File: src/rtl/hlog_pkg.sv
// package for the health and firmware slot log page generator
package hlog_pkg;
    localparam int unsigned PAGE_BYTES     = 512;
    localparam logic [8:0]  PAGE_LAST      = 9'h1_FF;
    // health page field starts (16-byte counters)
    localparam logic [8:0]  OFS_WR_CMDS    = 9'h0_50;
    localparam logic [8:0]  OFS_BUSY       = 9'h0_60;
    localparam logic [8:0]  OFS_PWR_CYC    = 9'h0_70;
    localparam logic [8:0]  OFS_PON_HRS    = 9'h0_80;
    localparam logic [8:0]  OFS_UNSAFE     = 9'h0_90;
    localparam logic [8:0]  OFS_MEDIA      = 9'h0_A0;
    localparam logic [8:0]  OFS_ERRLOG     = 9'h0_B0;
    localparam logic [8:0]  OFS_HLTH_END   = 9'h0_C0;
    // firmware slot page layout
    localparam logic [8:0]  OFS_ACT_SLOT   = 9'h0_00;
    localparam logic [8:0]  OFS_SLOT1      = 9'h0_08;
    localparam logic [8:0]  OFS_SLOT_END   = 9'h0_40;
    localparam logic [7:0]  ACT_SLOT_MASK  = 8'h07;
    // log identifiers and status codes
    localparam logic [7:0]  LID_HEALTH     = 8'h02;
    localparam logic [7:0]  LID_FW_SLOT    = 8'h03;
    localparam logic [7:0]  SC_SUCCESS     = 8'h00;
    localparam logic [7:0]  SC_INVALID_LOG = 8'h09;
    // busy time unit: minutes
    localparam int unsigned CLK_MHZ        = 125;
    localparam int unsigned BUSY_UNIT_MIN  = 1;
    localparam longint unsigned BUSY_UNIT_CYC = 64'(BUSY_UNIT_MIN) * 60 * CLK_MHZ * 1000000;
    localparam int unsigned PON_UNIT_HRS   = 1;
    localparam longint unsigned PON_UNIT_CYC  = 64'(PON_UNIT_HRS) * 3600 * CLK_MHZ * 1000000;

    typedef struct packed {
        logic       valid;   // request strobe
        logic [7:0] lid;     // log identifier
        logic [31:0] nsid;   // namespace named by the request, ignored
    } hlog_req_t;

    typedef struct packed {
        logic       valid;   // completion post strobe
        logic [7:0] status;  // command specific status
    } hlog_cpl_t;

    typedef struct packed {
        logic       valid;   // data byte valid
        logic [8:0] addr;    // byte offset within page
        logic [7:0] data;    // byte value
    } hlog_beat_t;

    typedef enum logic [1:0] {
        ST_IDLE = 2'b00,
        ST_XFER = 2'b01,
        ST_WAIT = 2'b11,
        ST_CPL  = 2'b10
    } hlog_state_t;
endpackage

File: src/rtl/hlog_pages.sv
// health (upper counters) and firmware slot log page generator
`timescale 1ns/10ps
`default_nettype none
////////////////////////////////////////////////////////////////////////////////
module hlog_pages
(
    input  wire logic                 mclk_i,          // 125 MHz clock
    input  wire logic                 nrst_i,          // async reset, active low
    input  wire hlog_pkg::hlog_req_t  req_i,           // log page request
    input  wire logic                 xfer_ready_i,    // host buffer accepts byte
    input  wire logic                 wr_cmd_done_i,   // write command completed pulse
    input  wire logic                 io_outstanding_i,// any io queue command open
    input  wire logic                 power_up_i,      // power cycle event pulse
    input  wire logic                 low_power_i,     // in low power state
    input  wire logic                 power_loss_i,    // power loss event pulse
    input  wire logic                 shutdown_notify_field_i, // shutdown notified
    input  wire logic                 media_err_i,     // unrecovered integrity error pulse
    input  wire logic                 err_log_entry_i, // error log entry created pulse
    input  wire logic [2:0]           active_slot_info_i, // running slot number
    input  wire logic [6:0]           slot_valid_i,    // slot holds valid revision
    input  wire logic [447:0]         slot_rev_i,      // slot one..seven revisions, 64b each
    output logic                      busy_o,          // request in progress
    output hlog_pkg::hlog_beat_t      beat_o,          // page byte to host buffer
    output hlog_pkg::hlog_cpl_t       cpl_o            // completion post
);
    ////////////////////////////////////////////////////////////////////////////
    // counters
    logic [127:0] wr_cnt_q, wr_cnt_d;
    logic [127:0] busy_cnt_q, busy_cnt_d;
    logic [127:0] pcyc_cnt_q, pcyc_cnt_d;
    logic [127:0] pon_cnt_q, pon_cnt_d;
    logic [127:0] unsafe_cnt_q, unsafe_cnt_d;
    logic [127:0] media_cnt_q, media_cnt_d;
    logic [127:0] errlog_cnt_q, errlog_cnt_d;
    logic [39:0]  busy_tick_q, busy_tick_d;
    logic [43:0]  pon_tick_q, pon_tick_d;
    logic         notify_seen_q, notify_seen_d;
    logic [6:0]   slot_vld_s1_q, slot_vld_s2_q;

    function automatic logic [127:0] inc_cnt(input logic [127:0] c, input logic ev);
        inc_cnt = (ev && c != {128{1'b1}}) ? c + 128'd1 : c;
    endfunction

    always_comb
    begin
        wr_cnt_d     = inc_cnt(wr_cnt_q, wr_cmd_done_i);
        pcyc_cnt_d   = inc_cnt(pcyc_cnt_q, power_up_i);
        media_cnt_d  = inc_cnt(media_cnt_q, media_err_i);
        errlog_cnt_d = inc_cnt(errlog_cnt_q, err_log_entry_i);
        // notification seen before loss makes the loss safe
        unsafe_cnt_d = inc_cnt(unsafe_cnt_q, power_loss_i && !notify_seen_q);
        // a notice in the power-up cycle itself is kept: set wins over clear
        notify_seen_d = (notify_seen_q && !power_up_i) || shutdown_notify_field_i;
        busy_tick_d  = busy_tick_q;
        busy_cnt_d   = busy_cnt_q;
        if (io_outstanding_i)
        begin
            if (busy_tick_q == 40'(hlog_pkg::BUSY_UNIT_CYC - 1))
            begin
                busy_tick_d = '0;
                busy_cnt_d  = inc_cnt(busy_cnt_q, 1'b1);
            end
            else
                busy_tick_d = busy_tick_q + 40'd1;
        end
        pon_tick_d = pon_tick_q;
        pon_cnt_d  = pon_cnt_q;
        if (!low_power_i)
        begin
            if (pon_tick_q == 44'(hlog_pkg::PON_UNIT_CYC - 1))
            begin
                pon_tick_d = '0;
                pon_cnt_d  = inc_cnt(pon_cnt_q, 1'b1);
            end
            else
                pon_tick_d = pon_tick_q + 44'd1;
        end
    end

    always_ff @(posedge mclk_i or negedge nrst_i)
    begin
        if (!nrst_i)
        begin
            wr_cnt_q      <= '0;
            busy_cnt_q    <= '0;
            pcyc_cnt_q    <= '0;
            pon_cnt_q     <= '0;
            unsafe_cnt_q  <= '0;
            media_cnt_q   <= '0;
            errlog_cnt_q  <= '0;
            busy_tick_q   <= '0;
            pon_tick_q    <= '0;
            notify_seen_q <= 1'b0;
            slot_vld_s1_q <= '0;
            slot_vld_s2_q <= '0;
        end
        else
        begin
            wr_cnt_q      <= wr_cnt_d;
            busy_cnt_q    <= busy_cnt_d;
            pcyc_cnt_q    <= pcyc_cnt_d;
            pon_cnt_q     <= pon_cnt_d;
            unsafe_cnt_q  <= unsafe_cnt_d;
            media_cnt_q   <= media_cnt_d;
            errlog_cnt_q  <= errlog_cnt_d;
            busy_tick_q   <= busy_tick_d;
            pon_tick_q    <= pon_tick_d;
            notify_seen_q <= notify_seen_d;
            // slot status comes from firmware store, a separate domain
            slot_vld_s1_q <= slot_valid_i;
            slot_vld_s2_q <= slot_vld_s1_q;
        end
    end

    ////////////////////////////////////////////////////////////////////////////
    // page byte selection
    function automatic logic [7:0] cnt_byte(input logic [127:0] c, input logic [8:0] a, input logic [8:0] base);
        logic [8:0] rel;
        rel = a - base;
        cnt_byte = c[rel[3:0]*8 +: 8];
    endfunction

    function automatic logic [7:0] page_byte(input logic fw, input logic [8:0] a);
        logic [8:0] rel;
        logic [2:0] slot;
        page_byte = 8'h00;
        rel       = a - hlog_pkg::OFS_SLOT1;
        slot      = rel[5:3];
        if (fw)
        begin
            // namespace never consulted for this page
            if (a == hlog_pkg::OFS_ACT_SLOT)
                page_byte = {5'b0_0000, active_slot_info_i} & hlog_pkg::ACT_SLOT_MASK;
            else if (a >= hlog_pkg::OFS_SLOT1 && a < hlog_pkg::OFS_SLOT_END)
                page_byte = slot_vld_s2_q[slot] ? slot_rev_i[{slot, rel[2:0]}*8 +: 8] : 8'h00;
        end
        else if (a >= hlog_pkg::OFS_ERRLOG && a < hlog_pkg::OFS_HLTH_END)
            page_byte = cnt_byte(errlog_cnt_q, a, hlog_pkg::OFS_ERRLOG);
        else if (a >= hlog_pkg::OFS_MEDIA && a < hlog_pkg::OFS_ERRLOG)
            page_byte = cnt_byte(media_cnt_q, a, hlog_pkg::OFS_MEDIA);
        else if (a >= hlog_pkg::OFS_UNSAFE && a < hlog_pkg::OFS_MEDIA)
            page_byte = cnt_byte(unsafe_cnt_q, a, hlog_pkg::OFS_UNSAFE);
        else if (a >= hlog_pkg::OFS_PON_HRS && a < hlog_pkg::OFS_UNSAFE)
            page_byte = cnt_byte(pon_cnt_q, a, hlog_pkg::OFS_PON_HRS);
        else if (a >= hlog_pkg::OFS_PWR_CYC && a < hlog_pkg::OFS_PON_HRS)
            page_byte = cnt_byte(pcyc_cnt_q, a, hlog_pkg::OFS_PWR_CYC);
        else if (a >= hlog_pkg::OFS_BUSY && a < hlog_pkg::OFS_PWR_CYC)
            page_byte = cnt_byte(busy_cnt_q, a, hlog_pkg::OFS_BUSY);
        else if (a >= hlog_pkg::OFS_WR_CMDS && a < hlog_pkg::OFS_BUSY)
            page_byte = cnt_byte(wr_cnt_q, a, hlog_pkg::OFS_WR_CMDS);
        // lower health counters live in another block; they read zero here
    endfunction

    ////////////////////////////////////////////////////////////////////////////
    // request sequencer
    hlog_pkg::hlog_state_t st_q, st_d;
    logic [8:0]            addr_q, addr_d;
    logic                  fw_q, fw_d;
    logic                  busy_q, busy_d;
    hlog_pkg::hlog_beat_t  beat_q, beat_d;
    hlog_pkg::hlog_cpl_t   cpl_q, cpl_d;

    always_comb
    begin
        st_d          = st_q;
        addr_d        = addr_q;
        fw_d          = fw_q;
        busy_d        = busy_q;
        beat_d        = beat_q;
        cpl_d         = '0;
        case (st_q)
            hlog_pkg::ST_IDLE:
            begin
                beat_d = '0;
                if (req_i.valid)
                begin
                    busy_d = 1'b1;
                    addr_d = '0;
                    if (req_i.lid == hlog_pkg::LID_FW_SLOT)
                    begin
                        fw_d = 1'b1;
                        st_d = hlog_pkg::ST_XFER;
                    end
                    else if (req_i.lid == hlog_pkg::LID_HEALTH)
                    begin
                        fw_d = 1'b0;
                        st_d = hlog_pkg::ST_XFER;
                    end
                    else
                    begin
                        cpl_d.valid  = 1'b1;
                        cpl_d.status = hlog_pkg::SC_INVALID_LOG;
                        st_d         = hlog_pkg::ST_CPL;
                    end
                end
            end
            hlog_pkg::ST_XFER:
            begin
                if (!beat_q.valid || xfer_ready_i)
                begin
                    beat_d.valid = 1'b1;
                    beat_d.addr  = addr_q;
                    beat_d.data  = page_byte(fw_q, addr_q);
                    addr_d       = addr_q + 9'd1;
                    if (addr_q == hlog_pkg::PAGE_LAST)
                        st_d = hlog_pkg::ST_WAIT;
                end
            end
            hlog_pkg::ST_WAIT:
            begin
                if (xfer_ready_i)
                begin
                    beat_d      = '0;
                    cpl_d.valid  = 1'b1;
                    cpl_d.status = hlog_pkg::SC_SUCCESS;
                    st_d         = hlog_pkg::ST_CPL;
                end
            end
            hlog_pkg::ST_CPL:
            begin
                busy_d = 1'b0;
                st_d   = hlog_pkg::ST_IDLE;
            end
            default:
                st_d = hlog_pkg::ST_IDLE;
        endcase
    end

    always_ff @(posedge mclk_i or negedge nrst_i)
    begin
        if (!nrst_i)
        begin
            st_q   <= hlog_pkg::ST_IDLE;
            addr_q <= '0;
            fw_q   <= 1'b0;
            busy_q <= 1'b0;
            beat_q <= '0;
            cpl_q  <= '0;
        end
        else
        begin
            st_q   <= st_d;
            addr_q <= addr_d;
            fw_q   <= fw_d;
            busy_q <= busy_d;
            beat_q <= beat_d;
            cpl_q  <= cpl_d;
        end
    end

    assign busy_o = busy_q;
    assign beat_o = beat_q;
    assign cpl_o  = cpl_q;

    ////////////////////////////////////////////////////////////////////////////
    // checks
    a_wr_count_step: assert property (@(posedge mclk_i) disable iff (!nrst_i)
        wr_cmd_done_i && wr_cnt_q != {128{1'b1}} |=> wr_cnt_q == $past(wr_cnt_q) + 128'd1)
        else $error("write command count did not step");
    a_busy_idle_hold: assert property (@(posedge mclk_i) disable iff (!nrst_i)
        !io_outstanding_i |=> busy_cnt_q == $past(busy_cnt_q) && busy_tick_q == $past(busy_tick_q))
        else $error("busy time moved while idle");
    a_pcyc_count: assert property (@(posedge mclk_i) disable iff (!nrst_i)
        !power_up_i |=> pcyc_cnt_q == $past(pcyc_cnt_q))
        else $error("power cycle count moved without event");
    a_pon_lowpwr: assert property (@(posedge mclk_i) disable iff (!nrst_i)
        low_power_i |=> pon_tick_q == $past(pon_tick_q))
        else $error("power on time advanced in low power");
    a_unsafe_safe: assert property (@(posedge mclk_i) disable iff (!nrst_i)
        power_loss_i && notify_seen_q |=> unsafe_cnt_q == $past(unsafe_cnt_q))
        else $error("notified shutdown counted as unsafe");
    a_media_step: assert property (@(posedge mclk_i) disable iff (!nrst_i)
        media_err_i && media_cnt_q != {128{1'b1}} |=> media_cnt_q == $past(media_cnt_q) + 128'd1)
        else $error("media error not counted");
    a_errlog_step: assert property (@(posedge mclk_i) disable iff (!nrst_i)
        err_log_entry_i && errlog_cnt_q != {128{1'b1}} |=> errlog_cnt_q == $past(errlog_cnt_q) + 128'd1)
        else $error("error log entry not counted");
    a_bad_lid_status: assert property (@(posedge mclk_i) disable iff (!nrst_i)
        st_q == hlog_pkg::ST_IDLE && req_i.valid && req_i.lid != hlog_pkg::LID_FW_SLOT
        && req_i.lid != hlog_pkg::LID_HEALTH |=> cpl_q.valid && cpl_q.status == hlog_pkg::SC_INVALID_LOG)
        else $error("invalid log id not refused with 9h");
    a_cpl_after_last: assert property (@(posedge mclk_i) disable iff (!nrst_i)
        cpl_q.valid && cpl_q.status == hlog_pkg::SC_SUCCESS |-> $past(beat_q.valid && xfer_ready_i)
        && $past(beat_q.addr) == hlog_pkg::PAGE_LAST)
        else $error("completion before whole page moved");
    a_act_slot_rsvd: assert property (@(posedge mclk_i) disable iff (!nrst_i)
        beat_q.valid && fw_q && beat_q.addr == hlog_pkg::OFS_ACT_SLOT |-> beat_q.data[7:3] == 5'b0_0000)
        else $error("active slot byte reserved bits set");
    a_fw_tail_zero: assert property (@(posedge mclk_i) disable iff (!nrst_i)
        beat_q.valid && fw_q && beat_q.addr >= hlog_pkg::OFS_SLOT_END |-> beat_q.data == 8'h00)
        else $error("reserved firmware page byte nonzero");
endmodule // hlog_pages
`default_nettype wire

File: config.mk
export PLATFORM = sky130hd
export DESIGN_NAME = hlog_pages
export DESIGN_NICKNAME = d
export VERILOG_FILES = /design/src/rtl/hlog_pkg.sv /design/src/rtl/hlog_pages.sv
export SDC_FILE = /design/constraint.sdc
export NUM_CORES = 2
export LEC_CHECK = 0
export ABC_AREA = 1
export ABC_CLOCK_PERIOD_IN_PS = 5820
export BUFFER_PORTS_ARGS = -buffer_cell sky130_fd_sc_hd__buf_4
export CAP_MARGIN = 25
export CORE_MARGIN = 1
export CORE_UTILIZATION = 40
export DETAILED_ROUTE_END_ITERATION = 8
export PLACE_DENSITY_LB_ADDON = 0.2
export SYNTH_ARGS = -nofsm -noshare
export SYNTH_HDL_FRONTEND = slang
export SYNTH_SLANG_ARGS = --single-unit
File: constraint.sdc
create_clock -name mclk_i -period 5.82 [get_ports mclk_i]
set_clock_uncertainty 0.1 [all_clocks]
set_input_delay 1.164 -clock mclk_i [delete_from_list [all_inputs] [get_ports mclk_i]]
set_output_delay 1.164 -clock mclk_i [all_outputs]
set_load 0.02 [all_outputs]
==> results.tsv <==
metric	value	unit
status	complete, no violations	
top-count cell post-synth	nand2_1	
vias in the first global route	88526	
average routed wire per standard cell	25.1	microns
RSZ-0062 raised after global routing	no	
Ys Warns	0	
Peak supply drop	314	uV
Die ar.	0.215	sq mm
Starting Density	0.402	
Post-CTS Resized	0	
required time of the critical path	6.40	ns
Antenna Violating Nets Remaining	0	
DIE WIDTH	463	microns
ys flop type	dfrtp_1	
Via density	5.54	
CP cell instances	inv_8 -> buf_4 -> nand2_1 -> nand3_1 -> nand3_1 -> nand2_1 -> nor2_1 -> nand2_1 -> nand3_1 -> nand2_1 -> nand2_1 -> a21oi_1 -> nand2_1 -> nand2_1	
total global routing overflow	0	
total negative slack	0	ns
max_slew headroom	0.253	
Setup crit start kind	flip-flop	
critical path's largest stage delay	0.89	ns
HP Class	in -> async	
fin crit share	0.728	
Max Used Layer	met5	
Hold-fix buffers, CTS	0	
MaxCap Viol Count	0	
Post-synth top cells	nand2_1, nor2_1, inv_1	
synthesized area per cell	6.00	sq um
post-synth top area cell	dfrtp_1	
Seq/Total Area, Yosys	0.302	
post-synthesis cell count	14192	
Post-synth EDFFs	0	
Max Buffers Root-to-Sink	3	
initial drt markers	12403	
Post-Route WL	437000	microns
Slew Limit Fails	0	
ys async rst share	1.00	
fin nets	14970	
all-layer global routing usage	0.395	
clock slew at reported path FFs	0.06	ns
iteration count of the initial detailed-routing pass	9	
setup bufs post-CTS	0	
largest net degree at the start of global routing	168	
Post-Syn Area	0.0852	sq mm
Yosys cell types	56	
CTS tree	built	
total clock buffers created by CTS	139	
slowest stage cell, crit path	dfrtp_4	
Hold Slack	0.244	ns
Leakage	41.6	nW
Clk Latency, worst-skew pair	0.81	ns
# setup viols final	0	
DRC viols	0	
met3 WL	36400	microns
Syn-to-layout area delta	12.9	%
GP Congestion	1.04	
die height	463	microns
CTS Sinks	1028	
row count	169	
Yosys reg bits	1028	
via count	96347	
post-route minimum period	4.24	ns
Highest Clock Rate	0.236	GHz
Critical Path Fanout Max	70	
CP endpoint kind	flip-flop	
IO Port Bufs	499	
area share of the largest cell type after synthesis	0.302	
CP most frequent cell	nand2_1	
M1 wire length	194000	microns
Final Hold Violating Endpoints	0	
Root Buffer Master	clkbuf_16	
first-pass GRT wire length	625000	microns
Slew @ Worst Pin	1.11	ns
Pwr Density	263	mW/mm^2
critical path arrival	4.82	ns
antenna violations before repair	15	
share of cells above drive strength 1	0.0719	
synth top area cells	dfrtp_1, nand2_1, nor2_1	
crit path kind	reg -> reg	
DR WL met2	184000	microns
dpl hpwl	350000	microns
IO Count	538	
H-tree depth	4	
CORE AREA	0.212	sq mm
critical path, delay by kind of cell, from the launching register on:
| family | cells | cell delay (ns) |
|---|---|---|
| buffers and inverters | 2 | 0.80 |
| DFF | 1 | 0.89 |
| and+or+nand+nor | 11 | 2.07 |
| AOI/OAI and AO/OA | 1 | 0.08 |
per-stage QoR:
| stage | utilization | total power, mW | setup WS [ns] | std cells | cell area (sq um) |
|---|---|---|---|---|---|
| floorplan | - | 12.3 | 2.71 | 14197 | 85200 |
| global placement | 0.430 | 16.0 | 1.63 | 17113 | 91200 |
| detailed placement | 0.431 | 16.0 | 1.60 | 17118 | 91300 |
| CTS | 0.453 | 25.2 | 1.59 | 17371 | 96100 |
| global route | 0.454 | 26.2 | 1.55 | 17377 | 96100 |
| finish | 0.454 | 25.3 | 1.58 | 17379 | 96100 |
metal layers:
metal | global-route usage | up-vias
met2 | 0.583 | 4541
li1 | - | 45680
met1 | 0.564 | 45428
met4 | 0.177 | 12
met3 | 0.0616 | 686
met5 | 0 | -
flip-flops by register name, summed over array words and instances, names as in the netlist, 18 cells and up:
signal	count
beat_o	18
pon_cnt_q	128
busy_cnt_q	128
pon_tick_q	44
errlog_cnt_q	128
busy_tick_q	40
wr_cnt_q	128
unsafe_cnt_q	128
pcyc_cnt_q	128
media_cnt_q	128
cell type report:
type	instances	area [sq um]
Clock buffer	192	4080
Fill cell	23468	116000
Antenna cell	5	12.5
Clock inverter	61	721
Multi-Input combinational cell	11320	51900
Timing Repair Buffer	629	5140
Tap cell	2821	3530
Sequential cell	1028	25700
Inverter	1323	5000
cell families after synthesis:
logic type | Yosys count | synth area share
multiplexers | 1 | 0.000132
XOR/XNOR | 725 | 0.0746
AO/OA/AOI/OAI | 1323 | 0.0813
buffers and inverters | 1849 | 0.0897
AND/OR/NAND/NOR | 9246 | 0.449
adder cells (fa/ha/maj) | 19 | 0.00279
flip-flops | 1028 | 0.302
other | 1 | 0.0000440
report_power, final:
| part | total, mW | internal [mW] | switching, mW |
|---|---|---|---|
| Sequential | 8.30 | 7.62 | 0.680 |
| Combinational | 7.79 | 2.02 | 5.77 |
| Clock | 9.21 | 5.49 | 3.72 |
| Total | 25.3 | 15.1 | 10.2 |
final timing paths:
kind | startpoint | end | slack [ns] | cells after the start
setup / recovery | addr_q[0] | beat_o[5] | 1.58 | 14
hold / removal | nrst_i | pcyc_cnt_q[104] | 0.24 | 1
setup reg to reg | addr_q[0] | beat_o[5] | 1.58 | 14
hold reg to reg | slot_vld_s1_q[3] | slot_vld_s2_q[3] | 0.25 | 0
max in group asynchronous | nrst_i | errlog_cnt_q[46] | 3.99 | 2
min in group mclk_i | slot_vld_s1_q[3] | slot_vld_s2_q[3] | 0.25 | 0
placed cells by master, fill, tap and decap left out, types with 6 or more instances in the layout:
cell / instances
a21boi_0: 13
o221ai_1: 8
a21oi_1: 342
nand3b_1: 23
o21ai_1: 103
nand3_1: 805
ha_1: 18
nor3_2: 14
clkbuf_8: 30
inv_4: 7
a31oi_1: 10
xnor2_1: 97
buf_12: 30
nor2_1: 2000
o211ai_1: 12
nor4_1: 130
nor2_4: 10
nand4_1: 372
o21ai_0: 778
inv_2: 14
and3_1: 11
xor2_1: 627
nor3_1: 563
clkbuf_16: 144
or2_2: 29
clkinv_2: 33
clkbuf_1: 18
nor4_2: 9
nand2_1: 5225
nor2_2: 25
buf_4: 595
bufinv_16: 13
inv_1: 1296
o21ai_2: 39
conb_1: 6
nand2_2: 10
dfrtp_1: 1025
No activity file was read; power rests on OpenSTA's default activity.
